## src/shared/apu_consts.svh

```systemverilog
/*
 constants for the alarm output pulser: register offsets, field positions,
 reset values and timing figures.
 assumes: included by bare name from shared/, no code of its own.
*/
`ifndef APU_CONSTS_SVH
`define APU_CONSTS_SVH

`define APU_ADDR_W 8
`define APU_OFF_EDIT_CTRL 8'h00
`define APU_OFF_EDIT_TOFF 8'h04
`define APU_OFF_EDIT_TON 8'h08
`define APU_OFF_COMMAND 8'h0c
`define APU_OFF_ACT_CTRL 8'h10
`define APU_OFF_ACT_TOFF 8'h14
`define APU_OFF_ACT_TON 8'h18
`define APU_OFF_STATUS 8'h1c

`define APU_CTRL_LOW_BIT 0
`define APU_CTRL_CONT_BIT 1
`define APU_CMD_APPLY_BIT 0
`define APU_CMD_CANCEL_BIT 1
`define APU_CMD_DEFAULT_BIT 2
`define APU_ST_ALARM_BIT 0
`define APU_ST_OUT_BIT 1
`define APU_ST_PHASE_LSB 2

`define APU_TIME_W 16
`define APU_DEF_LOW_ACT 1'b0
`define APU_DEF_CONT 1'b0
`define APU_DEF_TOFF 16'h0005
`define APU_DEF_TON 16'h0005
`define APU_TIME_MIN 16'h0001

`define APU_RESP_OKAY 2'b00
`define APU_RESP_SLVERR 2'b10

`define APU_SECOND_NS 1000000000
`define APU_CLK_PERIOD_NS 10
`define APU_CYC_PER_SEC (`APU_SECOND_NS / `APU_CLK_PERIOD_NS)

`endif

```

## src/shared/apu_pkg.sv

```systemverilog
/*
 types for the alarm output pulser: settings record and phase states.
 assumes: nothing beyond the consts header.
*/
`include "apu_consts.svh"

package apu_pkg;

    typedef struct packed {
        logic low_act;
        logic cont;
        logic [`APU_TIME_W-1:0] toff;
        logic [`APU_TIME_W-1:0] ton;
    } apu_cfg_t;

    typedef enum logic [1:0] {
        APU_IDLE = 2'b00,
        APU_ON = 2'b01,
        APU_OFF = 2'b10
    } apu_phase_t;

endpackage

```

## src/hw/apu_pulser.sv

```systemverilog
/*
 alarm output pulser: settings edited over axi4-lite, applied on confirm,
 drives one alarm pin continuous or pulsed with chosen polarity.
 assumes: ALARM_I is asynchronous; 100 MHz clock; one write and one read
 in flight at a time from the master.
*/
// Register access over AXI4-Lite and the placing of the registers were left to the implementer.
// Overview of operation
// high-active: output low when idle, high during alarm
// low-active: output high when idle, low during alarm
// reset or default restore selects high-active polarity
// continuous mode holds output active for the whole alarm
// pulsed mode alternates active and inactive while alarm persists
// reset or default restore selects pulsed mode
// off phase lasts programmable seconds, default five
// on phase lasts programmable seconds, default five
// whole edited set applied only on confirm; cancel keeps active set
// alarm starts with on phase; alarm end returns inactive, clears timer
`timescale 1ns/1ps
`default_nettype none
`include "apu_consts.svh"

module apu_pulser #(
    parameter int unsigned CYC_PER_SEC = `APU_CYC_PER_SEC
) (
    input wire logic CLK_I,
    input wire logic RESETN_I,
    input wire logic ALARM_I,
    output logic ALARM_O,
    input wire logic [`APU_ADDR_W-1:0] S_AXI_AWADDR_I,
    input wire logic S_AXI_AWVALID_I,
    output logic S_AXI_AWREADY_O,
    input wire logic [31:0] S_AXI_WDATA_I,
    input wire logic [3:0] S_AXI_WSTRB_I,
    input wire logic S_AXI_WVALID_I,
    output logic S_AXI_WREADY_O,
    output logic [1:0] S_AXI_BRESP_O,
    output logic S_AXI_BVALID_O,
    input wire logic S_AXI_BREADY_I,
    input wire logic [`APU_ADDR_W-1:0] S_AXI_ARADDR_I,
    input wire logic S_AXI_ARVALID_I,
    output logic S_AXI_ARREADY_O,
    output logic [31:0] S_AXI_RDATA_O,
    output logic [1:0] S_AXI_RRESP_O,
    output logic S_AXI_RVALID_O,
    input wire logic S_AXI_RREADY_I
);

    localparam apu_pkg::apu_cfg_t CFG_DEFAULT = '{
        low_act: `APU_DEF_LOW_ACT,
        cont: `APU_DEF_CONT,
        toff: `APU_DEF_TOFF,
        ton: `APU_DEF_TON
    };

    // alarm pin synchroniser
    logic sync1_reg;
    logic sync2_reg;

    always_ff @(posedge CLK_I or negedge RESETN_I) begin
        if (!RESETN_I) begin
            sync1_reg <= 1'b0;
            sync2_reg <= 1'b0;
        end else begin
            sync1_reg <= ALARM_I;
            sync2_reg <= sync1_reg;
        end
    end

    // settings: edit copy and active copy
    apu_pkg::apu_cfg_t edit_reg;
    apu_pkg::apu_cfg_t edit_next;
    apu_pkg::apu_cfg_t act_reg;
    apu_pkg::apu_cfg_t act_next;

    // axi write side
    logic aw_hold_reg;
    logic aw_hold_next;
    logic [`APU_ADDR_W-1:0] aw_addr_reg;
    logic [`APU_ADDR_W-1:0] aw_addr_next;
    logic w_hold_reg;
    logic w_hold_next;
    logic [31:0] w_data_reg;
    logic [31:0] w_data_next;
    logic [3:0] w_strb_reg;
    logic [3:0] w_strb_next;
    logic awready_reg;
    logic awready_next;
    logic wready_reg;
    logic wready_next;
    logic bvalid_reg;
    logic bvalid_next;
    logic [1:0] bresp_reg;
    logic [1:0] bresp_next;
    logic do_write;

    // axi read side
    logic arready_reg;
    logic arready_next;
    logic rvalid_reg;
    logic rvalid_next;
    logic [31:0] rdata_reg;
    logic [31:0] rdata_next;
    logic [1:0] rresp_reg;
    logic [1:0] rresp_next;

    // phase machine
    apu_pkg::apu_phase_t phase_reg;
    apu_pkg::apu_phase_t phase_next;
    logic [`APU_TIME_W-1:0] sec_reg;
    logic [`APU_TIME_W-1:0] sec_next;
    logic out_reg;
    logic out_next;
    logic tick;
    logic restart;

    // byte-lane merge for the narrow time fields
    function automatic logic [`APU_TIME_W-1:0] merge16(
        input logic [`APU_TIME_W-1:0] old_v,
        input logic [31:0] data,
        input logic [3:0] strb
    );
        logic [`APU_TIME_W-1:0] v;
        v = old_v;
        if (strb[0]) v[7:0] = data[7:0];
        if (strb[1]) v[15:8] = data[15:8];
        return v;
    endfunction

    // zero seconds would stall a phase, so it counts as one
    function automatic logic [`APU_TIME_W-1:0] eff_time(input logic [`APU_TIME_W-1:0] t);
        return (t == '0) ? `APU_TIME_MIN : t;
    endfunction

    function automatic logic [31:0] ctrl_word(input apu_pkg::apu_cfg_t c);
        logic [31:0] w;
        w = 32'h00000000;
        w[`APU_CTRL_LOW_BIT] = c.low_act;
        w[`APU_CTRL_CONT_BIT] = c.cont;
        return w;
    endfunction

    assign do_write = aw_hold_reg && w_hold_reg && !bvalid_reg;

    always_comb begin
        aw_hold_next = aw_hold_reg;
        aw_addr_next = aw_addr_reg;
        w_hold_next = w_hold_reg;
        w_data_next = w_data_reg;
        w_strb_next = w_strb_reg;
        bvalid_next = bvalid_reg;
        bresp_next = bresp_reg;
        edit_next = edit_reg;
        act_next = act_reg;
        if (S_AXI_AWVALID_I && awready_reg) begin
            aw_hold_next = 1'b1;
            aw_addr_next = S_AXI_AWADDR_I;
        end
        if (S_AXI_WVALID_I && wready_reg) begin
            w_hold_next = 1'b1;
            w_data_next = S_AXI_WDATA_I;
            w_strb_next = S_AXI_WSTRB_I;
        end
        if (bvalid_reg && S_AXI_BREADY_I) begin
            bvalid_next = 1'b0;
        end
        if (do_write) begin
            aw_hold_next = 1'b0;
            w_hold_next = 1'b0;
            bvalid_next = 1'b1;
            bresp_next = `APU_RESP_OKAY;
            unique case (aw_addr_reg)
                `APU_OFF_EDIT_CTRL: begin
                    if (w_strb_reg[0]) begin
                        edit_next.low_act = w_data_reg[`APU_CTRL_LOW_BIT];
                        edit_next.cont = w_data_reg[`APU_CTRL_CONT_BIT];
                    end
                end
                `APU_OFF_EDIT_TOFF: begin
                    edit_next.toff = merge16(edit_reg.toff, w_data_reg, w_strb_reg);
                end
                `APU_OFF_EDIT_TON: begin
                    edit_next.ton = merge16(edit_reg.ton, w_data_reg, w_strb_reg);
                end
                `APU_OFF_COMMAND: begin
                    if (w_strb_reg[0]) begin
                        if (w_data_reg[`APU_CMD_DEFAULT_BIT]) begin
                            edit_next = CFG_DEFAULT;
                        end
                        if (w_data_reg[`APU_CMD_APPLY_BIT]) begin
                            act_next = edit_next;
                        end else if (w_data_reg[`APU_CMD_CANCEL_BIT]) begin
                            edit_next = act_reg;
                        end
                    end
                end
                `APU_OFF_ACT_CTRL, `APU_OFF_ACT_TOFF, `APU_OFF_ACT_TON, `APU_OFF_STATUS: begin
                    // read-only: active set changes only through confirm
                    bresp_next = `APU_RESP_OKAY;
                end
                default: begin
                    bresp_next = `APU_RESP_SLVERR;
                end
            endcase
        end
        awready_next = !aw_hold_next && !bvalid_next;
        wready_next = !w_hold_next && !bvalid_next;
    end

    always_ff @(posedge CLK_I or negedge RESETN_I) begin
        if (!RESETN_I) begin
            aw_hold_reg <= 1'b0;
            aw_addr_reg <= '0;
            w_hold_reg <= 1'b0;
            w_data_reg <= 32'h00000000;
            w_strb_reg <= 4'h0;
            awready_reg <= 1'b0;
            wready_reg <= 1'b0;
            bvalid_reg <= 1'b0;
            bresp_reg <= `APU_RESP_OKAY;
            edit_reg <= CFG_DEFAULT;
            act_reg <= CFG_DEFAULT;
        end else begin
            aw_hold_reg <= aw_hold_next;
            aw_addr_reg <= aw_addr_next;
            w_hold_reg <= w_hold_next;
            w_data_reg <= w_data_next;
            w_strb_reg <= w_strb_next;
            awready_reg <= awready_next;
            wready_reg <= wready_next;
            bvalid_reg <= bvalid_next;
            bresp_reg <= bresp_next;
            edit_reg <= edit_next;
            act_reg <= act_next;
        end
    end

    always_comb begin
        arready_next = arready_reg;
        rvalid_next = rvalid_reg;
        rdata_next = rdata_reg;
        rresp_next = rresp_reg;
        if (rvalid_reg && S_AXI_RREADY_I) begin
            rvalid_next = 1'b0;
        end
        if (S_AXI_ARVALID_I && arready_reg) begin
            rvalid_next = 1'b1;
            rresp_next = `APU_RESP_OKAY;
            rdata_next = 32'h00000000;
            unique case (S_AXI_ARADDR_I)
                `APU_OFF_EDIT_CTRL: rdata_next = ctrl_word(edit_reg);
                `APU_OFF_EDIT_TOFF: rdata_next[`APU_TIME_W-1:0] = edit_reg.toff;
                `APU_OFF_EDIT_TON: rdata_next[`APU_TIME_W-1:0] = edit_reg.ton;
                `APU_OFF_COMMAND: rdata_next = 32'h00000000;
                `APU_OFF_ACT_CTRL: rdata_next = ctrl_word(act_reg);
                `APU_OFF_ACT_TOFF: rdata_next[`APU_TIME_W-1:0] = act_reg.toff;
                `APU_OFF_ACT_TON: rdata_next[`APU_TIME_W-1:0] = act_reg.ton;
                `APU_OFF_STATUS: begin
                    rdata_next[`APU_ST_ALARM_BIT] = sync2_reg;
                    rdata_next[`APU_ST_OUT_BIT] = out_reg;
                    rdata_next[`APU_ST_PHASE_LSB +: 2] = phase_reg;
                end
                default: rresp_next = `APU_RESP_SLVERR;
            endcase
        end
        arready_next = !rvalid_next;
    end

    always_ff @(posedge CLK_I or negedge RESETN_I) begin
        if (!RESETN_I) begin
            arready_reg <= 1'b0;
            rvalid_reg <= 1'b0;
            rdata_reg <= 32'h00000000;
            rresp_reg <= `APU_RESP_OKAY;
        end else begin
            arready_reg <= arready_next;
            rvalid_reg <= rvalid_next;
            rdata_reg <= rdata_next;
            rresp_reg <= rresp_next;
        end
    end

    // second base is realigned at each phase start so phases are whole seconds
    apu_tick #(
        .CYC_PER_SEC(CYC_PER_SEC)
    ) u_tick (
        .clk_i(CLK_I),
        .resetn_i(RESETN_I),
        .restart_i(restart),
        .tick_o(tick)
    );

    always_comb begin
        phase_next = phase_reg;
        sec_next = sec_reg;
        if (!sync2_reg) begin
            phase_next = apu_pkg::APU_IDLE;
            sec_next = '0;
        end else begin
            unique case (phase_reg)
                apu_pkg::APU_IDLE: begin
                    phase_next = apu_pkg::APU_ON;
                    sec_next = '0;
                end
                apu_pkg::APU_ON: begin
                    if (act_reg.cont) begin
                        sec_next = '0;
                    end else if (tick) begin
                        if (sec_reg + `APU_TIME_MIN >= eff_time(act_reg.ton)) begin
                            phase_next = apu_pkg::APU_OFF;
                            sec_next = '0;
                        end else begin
                            sec_next = sec_reg + `APU_TIME_MIN;
                        end
                    end
                end
                apu_pkg::APU_OFF: begin
                    if (act_reg.cont) begin
                        phase_next = apu_pkg::APU_ON;
                        sec_next = '0;
                    end else if (tick) begin
                        if (sec_reg + `APU_TIME_MIN >= eff_time(act_reg.toff)) begin
                            phase_next = apu_pkg::APU_ON;
                            sec_next = '0;
                        end else begin
                            sec_next = sec_reg + `APU_TIME_MIN;
                        end
                    end
                end
                default: begin
                    phase_next = apu_pkg::APU_IDLE;
                    sec_next = '0;
                end
            endcase
        end
        // active level is 1 for high-active, 0 for low-active
        out_next = (phase_next == apu_pkg::APU_ON) ^ act_reg.low_act;
    end

    assign restart = (phase_next != phase_reg) || (phase_reg == apu_pkg::APU_IDLE);

    always_ff @(posedge CLK_I or negedge RESETN_I) begin
        if (!RESETN_I) begin
            phase_reg <= apu_pkg::APU_IDLE;
            sec_reg <= '0;
            out_reg <= 1'b0;
        end else begin
            phase_reg <= phase_next;
            sec_reg <= sec_next;
            out_reg <= out_next;
        end
    end

    assign ALARM_O = out_reg;
    assign S_AXI_AWREADY_O = awready_reg;
    assign S_AXI_WREADY_O = wready_reg;
    assign S_AXI_BVALID_O = bvalid_reg;
    assign S_AXI_BRESP_O = bresp_reg;
    assign S_AXI_ARREADY_O = arready_reg;
    assign S_AXI_RVALID_O = rvalid_reg;
    assign S_AXI_RDATA_O = rdata_reg;
    assign S_AXI_RRESP_O = rresp_reg;

endmodule

`default_nettype wire

```

## src/hw/apu_tick.sv

```systemverilog
/*
 one-second tick generator for the alarm pulser phase timer.
 assumes: single clock, async active-low reset; restart_i realigns the second.
*/
`timescale 1ns/1ps
`default_nettype none
`include "apu_consts.svh"

module apu_tick #(
    parameter int unsigned CYC_PER_SEC = `APU_CYC_PER_SEC
) (
    input wire logic clk_i,
    input wire logic resetn_i,
    input wire logic restart_i,
    output logic tick_o
);

    logic [31:0] cnt_reg;
    logic [31:0] cnt_next;
    logic tick_reg;
    logic tick_next;

    always_comb begin
        cnt_next = cnt_reg + 32'h00000001;
        tick_next = 1'b0;
        if (restart_i) begin
            cnt_next = 32'h00000000;
        end else if (cnt_reg >= CYC_PER_SEC - 1) begin
            cnt_next = 32'h00000000;
            tick_next = 1'b1;
        end
    end

    always_ff @(posedge clk_i or negedge resetn_i) begin
        if (!resetn_i) begin
            cnt_reg <= 32'h00000000;
            tick_reg <= 1'b0;
        end else begin
            cnt_reg <= cnt_next;
            tick_reg <= tick_next;
        end
    end

    assign tick_o = tick_reg;

endmodule

`default_nettype wire

```

## config.mk

```make
export PLATFORM = sky130hd
export DESIGN_NAME = apu_pulser
export DESIGN_NICKNAME = d
export VERILOG_FILES = /design/src/shared/apu_pkg.sv /design/src/hw/apu_pulser.sv /design/src/hw/apu_tick.sv
export VERILOG_INCLUDE_DIRS = /design/src /design/src/shared
export SDC_FILE = /design/constraint.sdc
export NUM_CORES = 1
export LEC_CHECK = 0
export BUFFER_PORTS_ARGS = -buffer_cell sky130_fd_sc_hd__buf_2
export CORE_MARGIN = 1.5
export CORE_UTILIZATION = 50
export DETAILED_ROUTE_END_ITERATION = 8
export HOLD_SLACK_MARGIN = 0.12
export MAX_ROUTING_LAYER = met4
export PLACE_DENSITY = 0.68
export SLEW_MARGIN = 20
export SYNTH_ARGS = -nofsm -noshare
export SYNTH_HDL_FRONTEND = slang
export SYNTH_HIERARCHICAL = 1
export SYNTH_SLANG_ARGS = --single-unit
```

## constraint.sdc

```tcl
create_clock -name CLK_I -period 4.5 [get_ports CLK_I]
set_clock_uncertainty 0.15 [all_clocks]
set_input_delay 0.9 -clock CLK_I [delete_from_list [all_inputs] [get_ports CLK_I]]
set_output_delay 0.9 -clock CLK_I [all_outputs]
set_load 0.005 [all_outputs]
```

# Word-level counts from Yosys, hierarchy flattened
# Cells that the tools add are included.
dict set report word_totals {
  word_cells 138
  register_bits 175
}
dict set report op_classes {
  eq_ne 26
  n_reduce_logical 32
  addsub 2
  muxes 44
  n_bitwise 1
  n_lt_le_gt_ge 3
}
# cell count
set ops {}
lappend ops {{16-bit 2-to-1 mux} 9}
lappend ops {{34-bit 2-to-1 mux} 4}
lappend ops {{16-bit one-hot mux with 2 select lines} 3}
lappend ops {{8-bit by 5-bit equality test with 1-bit output, second input constant} 8}
lappend ops {{32-bit 2-to-1 mux} 2}
lappend ops {{12-bit one-hot mux with 4 select lines} 1}
lappend ops {{32-bit by 1-bit adder with 32-bit output, second input constant} 1}
lappend ops {{8-bit by 4-bit equality test with 1-bit output, second input constant} 4}
lappend ops {{16-bit greater-or-equal comparator} 2}
lappend ops {{32-bit by 27-bit greater-or-equal comparator with 1-bit output, second input constant} 1}
lappend ops {{16-bit zero test} 2}
lappend ops {{4-bit one-hot mux with 7 select lines} 1}
lappend ops {{4-bit AND reduction} 6}
lappend ops {{2-bit 2-to-1 mux} 10}
lappend ops {{16-bit by 1-bit adder with 16-bit output, second input constant} 1}
lappend ops {{8-bit by 3-bit equality test with 1-bit output, second input constant} 2}
lappend ops {{8-bit zero test} 2}
lappend ops {{8-bit 2-to-1 mux} 2}
lappend ops {{8-bit OR reduction} 2}
lappend ops {{2-bit != test, second input constant} 6}
lappend ops {{1-bit 2-to-1 mux} 10}
lappend ops {{1-bit logical AND} 9}
lappend ops {{4-bit by 3-bit != test with 1-bit output, second input constant} 2}
lappend ops {{2-bit one-hot mux with 3 select lines} 1}
lappend ops {{other kinds (10)} 17}

# Logic depth before layout (Yosys ltp)
dict set report logic_depth {
  depth_word 11
  mapped_depth 18
}

# Cells and area by module
# The synthesis kept the hierarchy.
# module seq_area_each_um2 n_inst cells_each area_per_inst_um2
set by_module_without_submodules {}
lappend by_module_without_submodules {apu_pulser 3513.4 1 835 7915.1}
lappend by_module_without_submodules {apu_tick 825.8 1 166 1624.1}

# Worst setup path before layout
# OpenSTA, ideal clock, no wires.
dict set report synth_timing {
  path_type {register to register}
  startpoint {register sec_reg[2]}
  endpoint {register u_tick.cnt_reg[24]}
  path_slack_ns 0.345
  synth_period_minus_slack_ns 4.155
  n_path_buf 0
  arrival_time_ns 3.922
  path_stages_with_launch 18
  required_ns 4.268
  setup_ns 0.082
  cell_sequence {dfrtp_1 -> and3_1 -> and3_1 -> nand3_1 -> or2_1 -> nor2_1 -> xor2_1 -> ha_1 -> nand4_1 -> nor3_2 -> a311oi_2 -> a21boi_1 -> or3_1 -> a22oi_1 -> nand3b_1 -> a211o_1 -> or4b_1 -> o22ai_1}
}
dict set report synth_between {
  elab_chain_cells 10
}
# item line
set synth_lines {}
lappend synth_lines {{start, declared} apu_pulser.sv:110} ;# logic [`APU_TIME_W-1:0] sec_reg;
lappend synth_lines {{start signal, assigned} apu_pulser.sv:349} ;# sec_reg <= sec_next;
lappend synth_lines {{16-bit by 1-bit adder with 16-bit output (no source line) (*)} --}
lappend synth_lines {{16-bit greater-or-equal comparator, on equally long branches} {apu_pulser.sv:322, apu_pulser.sv:309}}
lappend synth_lines {{2-bit 2-to-1 mux, on equally long branches} {apu_pulser.sv:322, apu_pulser.sv:309}}
lappend synth_lines {{2-bit 2-to-1 mux, on equally long branches} {apu_pulser.sv:321, apu_pulser.sv:308}}
lappend synth_lines {{2-bit 2-to-1 mux, on equally long branches} {apu_pulser.sv:318, apu_pulser.sv:306}}
lappend synth_lines {{2-bit one-hot mux with 3 select lines (*)} apu_pulser.sv:300} ;# unique case (phase_reg)
lappend synth_lines {{2-bit 2-to-1 mux (*)} apu_pulser.sv:296} ;# if (!sync2_reg) begin
lappend synth_lines {{2-bit != test (*)} apu_pulser.sv:340} ;# assign restart = (phase_next != phase_reg) || (phase_reg == apu_pkg::APU_IDLE);
lappend synth_lines {{1-bit logical OR (*)} apu_pulser.sv:340}
lappend synth_lines {{named net restart} apu_pulser.sv:115} ;# logic restart;
lappend synth_lines {{32-bit 2-to-1 mux (*)} apu_tick.sv:26} ;# if (restart_i) begin
lappend synth_lines {{named net u_tick.cnt_next[24]} apu_tick.sv:19} ;# logic [31:0] cnt_next;
lappend synth_lines {{end signal, assigned} apu_tick.sv:39} ;# cnt_reg <= cnt_next;
lappend synth_lines {{end, declared} apu_tick.sv:18} ;# logic [31:0] cnt_reg;
# The timed path passes the listed nets; every way through them passes the cells marked *.
# A chain may end at the register's enable or synchronous reset.

# Worst setup path in the final report
dict set report layout_timing {
  startpoint {register sec_reg[3]}
  endpoint {register u_tick.cnt_reg[24]}
}
# Same word-level chain as after synthesis.

==> impl_results.md <==
* Final Cycle Share at 0.970
* Vias in the first global route at 7,057
* Final Max Slew Viols at 0
* Dpl ws at around 25 ps
* Footprint of the multi-input gates at around 5000 sq um
* Grt ovf at 0
* Die X-Extent at 141 microns
* Setup WS post-layout at 136 ps
* Vias per inst at approximately 5.6
* Initial antenna violation count at 0
* CP endpoint kind: flip-flop
* Hold path start: sync1_reg$_DFF_PN0_
* Async set-reset flop share out of synthesis at 1.00
* Fillcell total at 1,585
* Setup tns final at 0 ps
* Worst Setup SP: sec_reg[3]$_DFFE_PN0P_
* DR WL met3 at 1.02 mm
* Post-synth EDFFs at 0
* Crit path kind: flip-flop to flip-flop
* WP data arrival at 4570 ps
* # rows at 50
* Reg area at ~4300 sq um
* Slew @ Worst Pin at 940 ps
* Leak pwr at 4.83 nW
* Skew-Pair Late Insertion Delay at 440 ps
* Synth Register Bits at approximately 170
* WL final at between 20 and 25 mm
* Worst-path clk slew at roughly 70 ps
* Synth warnings at 6
* DRC Markers at 0
* Pin count of the biggest net entering global routing at 93
* Syn Std Cell Area at 9540 sq um
* Syn avg cell area at 9.53 sq um
* I/O pins at between 100 and 150
* Status: completed
* TritonCTS clock tree: done
* Relative slew slack at 0.372
* Final-report setup violation count at 0
* Fin util at 0.581
* Mapped Cells at 1,001
* DR iter-0 viols at 520
* Ys flop type: dfrtp_1
* CTS Root Cell: clkbuf_16
* Max VDD drop at roughly 0.28 mV
* CTS H-Tree Depth at 4
* Pwr dens at between 300 and 400 nW/um^2
* Hold buffer count at cts at 0
* Max-cap viol count at 0
* Area Overhead vs Synth at 14.0%
* Placeable core area at 18,700 sq um
* Critical Path RT at between 4000 and 5000 ps
* Type of origin of the critical path: flip-flop
* HP Class: flip-flop to flip-flop
* RD Place Congestion at 0.885
* Die ar. at 19,900 sq um
* Clock tree sinks at 173
* Vias at 7,450
* TritonCTS Buffers at 17
* Buffer levels on the longest clock path at 2
* Layout cell share with drive strength beyond 1 at 0.210
* N_diodes at 0
* Initial Util at 0.510
* Met2 wire length at 10.3 mm
* Die Ht at 141 microns
* Port Buffers at 65
* Final Hold Vio Count at 0
* Sequential share of the synthesized area at 0.455
* Gr usage total at 0.243
* DRT antenna net count at 0
* M1 wire length at roughly 11 mm
* Peak Freq at about 230 MHz
* Detail Placement HPWL at 15.8 mm
* Routed len/inst at between 15 and 20 microns
* RR Startpoint: sec_reg[3]$_DFFE_PN0P_
* Nets at 1,178
* Critical-path maximum fanout at 4
* 1st-pass router iterations at 5
* Yosys cell types at 72
* Global-route wire length before repair at around 37 mm
* Min Tclk post-route at 4360 ps
* Top Layer Used: met4
* Hold slack at about 200 ps
-- repair_timing --
| action | in CTS | in global routing |
|---|---|---|
| setup endpoints to repair | 0 | 23 |
| buffers inserted | 0 | 7 |
| resized for setup | 0 | 20 |
-- final timing paths --
| path | to | depth (start not counted) | slack (ps) |
|---|---|---|---|
| min | sync2_reg$_DFF_PN0_ | 0 | 200 |
| max | u_tick/cnt_reg[24]$_DFF_PN0_ | 17 | 140 |
| min in group asynchronous | ALARM_O$_DFF_PN0_ | 1 | 340 |
| max reg2reg | u_tick/cnt_reg[24]$_DFF_PN0_ | 17 | 140 |
| max in group asynchronous | act_reg[16]$_DFFE_PN1P_ | 2 | 2870 |
| min reg2reg | sync2_reg$_DFF_PN0_ | 0 | 200 |
-- cell usage in the layout (no fill, tap or decap), types with 10 or more instances in the layout --
| cell type | Yosys | routed |
|---|---|---|
| nand4_1 | 14 | 14 |
| buf_2 | 12 | 64 |
| o21ai_0 | 45 | 45 |
| a211oi_1 | 14 | 13 |
| nor3_1 | 15 | 15 |
| a21oi_1 | 57 | 57 |
| o31ai_1 | 16 | 16 |
| inv_1 | 42 | 42 |
| ha_1 | 38 | 37 |
| buf_4 | 18 | 38 |
| xnor2_1 | 18 | 16 |
| nand2b_1 | 34 | 34 |
| a22o_1 | 26 | 26 |
| nand3_1 | 30 | 30 |
| dfrtp_1 | 165 | 164 |
| conb_1 | 2 | 23 |
| a222oi_1 | 12 | 12 |
| mux2_2 | 47 | 47 |
| nor2_1 | 119 | 116 |
| xor2_1 | 18 | 17 |
| nor4_1 | 10 | 10 |
| clkbuf_16 | 0 | 17 |
| nand2_1 | 110 | 110 |
-- Yosys cell counts, types with 3 or more instances --
cell type	number	area, sq um
dfrtp_1	165	4130
nor2_1	119	447
nand2_1	110	413
a21oi_1	57	285
mux2_2	47	529
o21ai_0	45	225
inv_1	42	158
ha_1	38	475
nand2b_1	34	213
clkbuf_1	31	116
nand3_1	30	150
a22o_1	26	228
buf_4	18	135
xnor2_1	18	158
xor2_1	18	158
o31ai_1	16	120
nor3_1	15	75.1
a211oi_1	14	105
nand4_1	14	87.6
a222oi_1	12	120
buf_2	12	60.1
nor4_1	10	62.6
a31oi_1	8	50.1
and3_1	8	50.1
dfstp_2	8	210
nor2b_1	8	50.1
a221o_1	7	70.1
a22oi_1	5	37.5
o22a_1	5	43.8
nor3_2	3	30.0
o211ai_1	3	22.5
or3_1	3	18.8
or4b_1	3	30.0
-- report_power, final --
part	switching, mW	total, mW	internal, mW
registers	0.229	2.01	1.78
clock network	0.672	1.46	0.785
logic	0.405	0.773	0.368
-- routing by layer --
layer / GRT usage / up-vias
li1: - / 3677
met1: 0.341 / 3554
met2: 0.367 / 191
met3: 0.0329 / 28
met4: 0.0751 / 0
met5: - / -
-- stage by stage --
stage	cells	area, sq um	power, mW
2_1_floorplan	1022	9620	2.56
3_3_place_gp	1288	10100	2.78
3_5_place_dp	1288	10100	2.81
4_1_cts	1320	10700	4.26
5_1_grt	1327	10900	4.47
6_report	1327	10900	4.24
-- critical path: stages (launching register included) --
cell,delay [ps]
dfrtp_1,410
and3_4,210
and3_4,200
nand3_1,90
or2_1,260
nor2_2,130
xor2_2,210
ha_1,300
a21oi_1,180
nor2b_1,170
nand4_1,190
o31ai_4,310
o21ai_0,130
a22oi_2,200
nand3b_1,210
a211o_1,340
or4b_4,520
o22ai_2,100
-- area by class of cell --
class / instances / share of cell area
clock inverter: 14 / 0.0139
sequential: 173 / 0.399
clock buffer: 18 / 0.0395
inverter: 42 / 0.0145
timing repair buffer: 103 / 0.0567
tap: 234 / 0.0269
multi-input combinational: 743 / 0.449
-- cells by family after synthesis --
| logic type | after synthesis | share of synthesized area |
|---|---|---|
| adder cells (fa/ha/maj) | 38 | 0.0498 |
| XOR/XNOR | 36 | 0.0331 |
| multiplexers | 49 | 0.0576 |
| other | 2 | 0.000787 |
| AND/OR/NAND/NOR | 373 | 0.187 |
| flip-flops | 173 | 0.455 |
| AO/OA/AOI/OAI | 224 | 0.164 |
| buffers and inverters | 106 | 0.0529 |
Power figures use the tool's default switching activity.
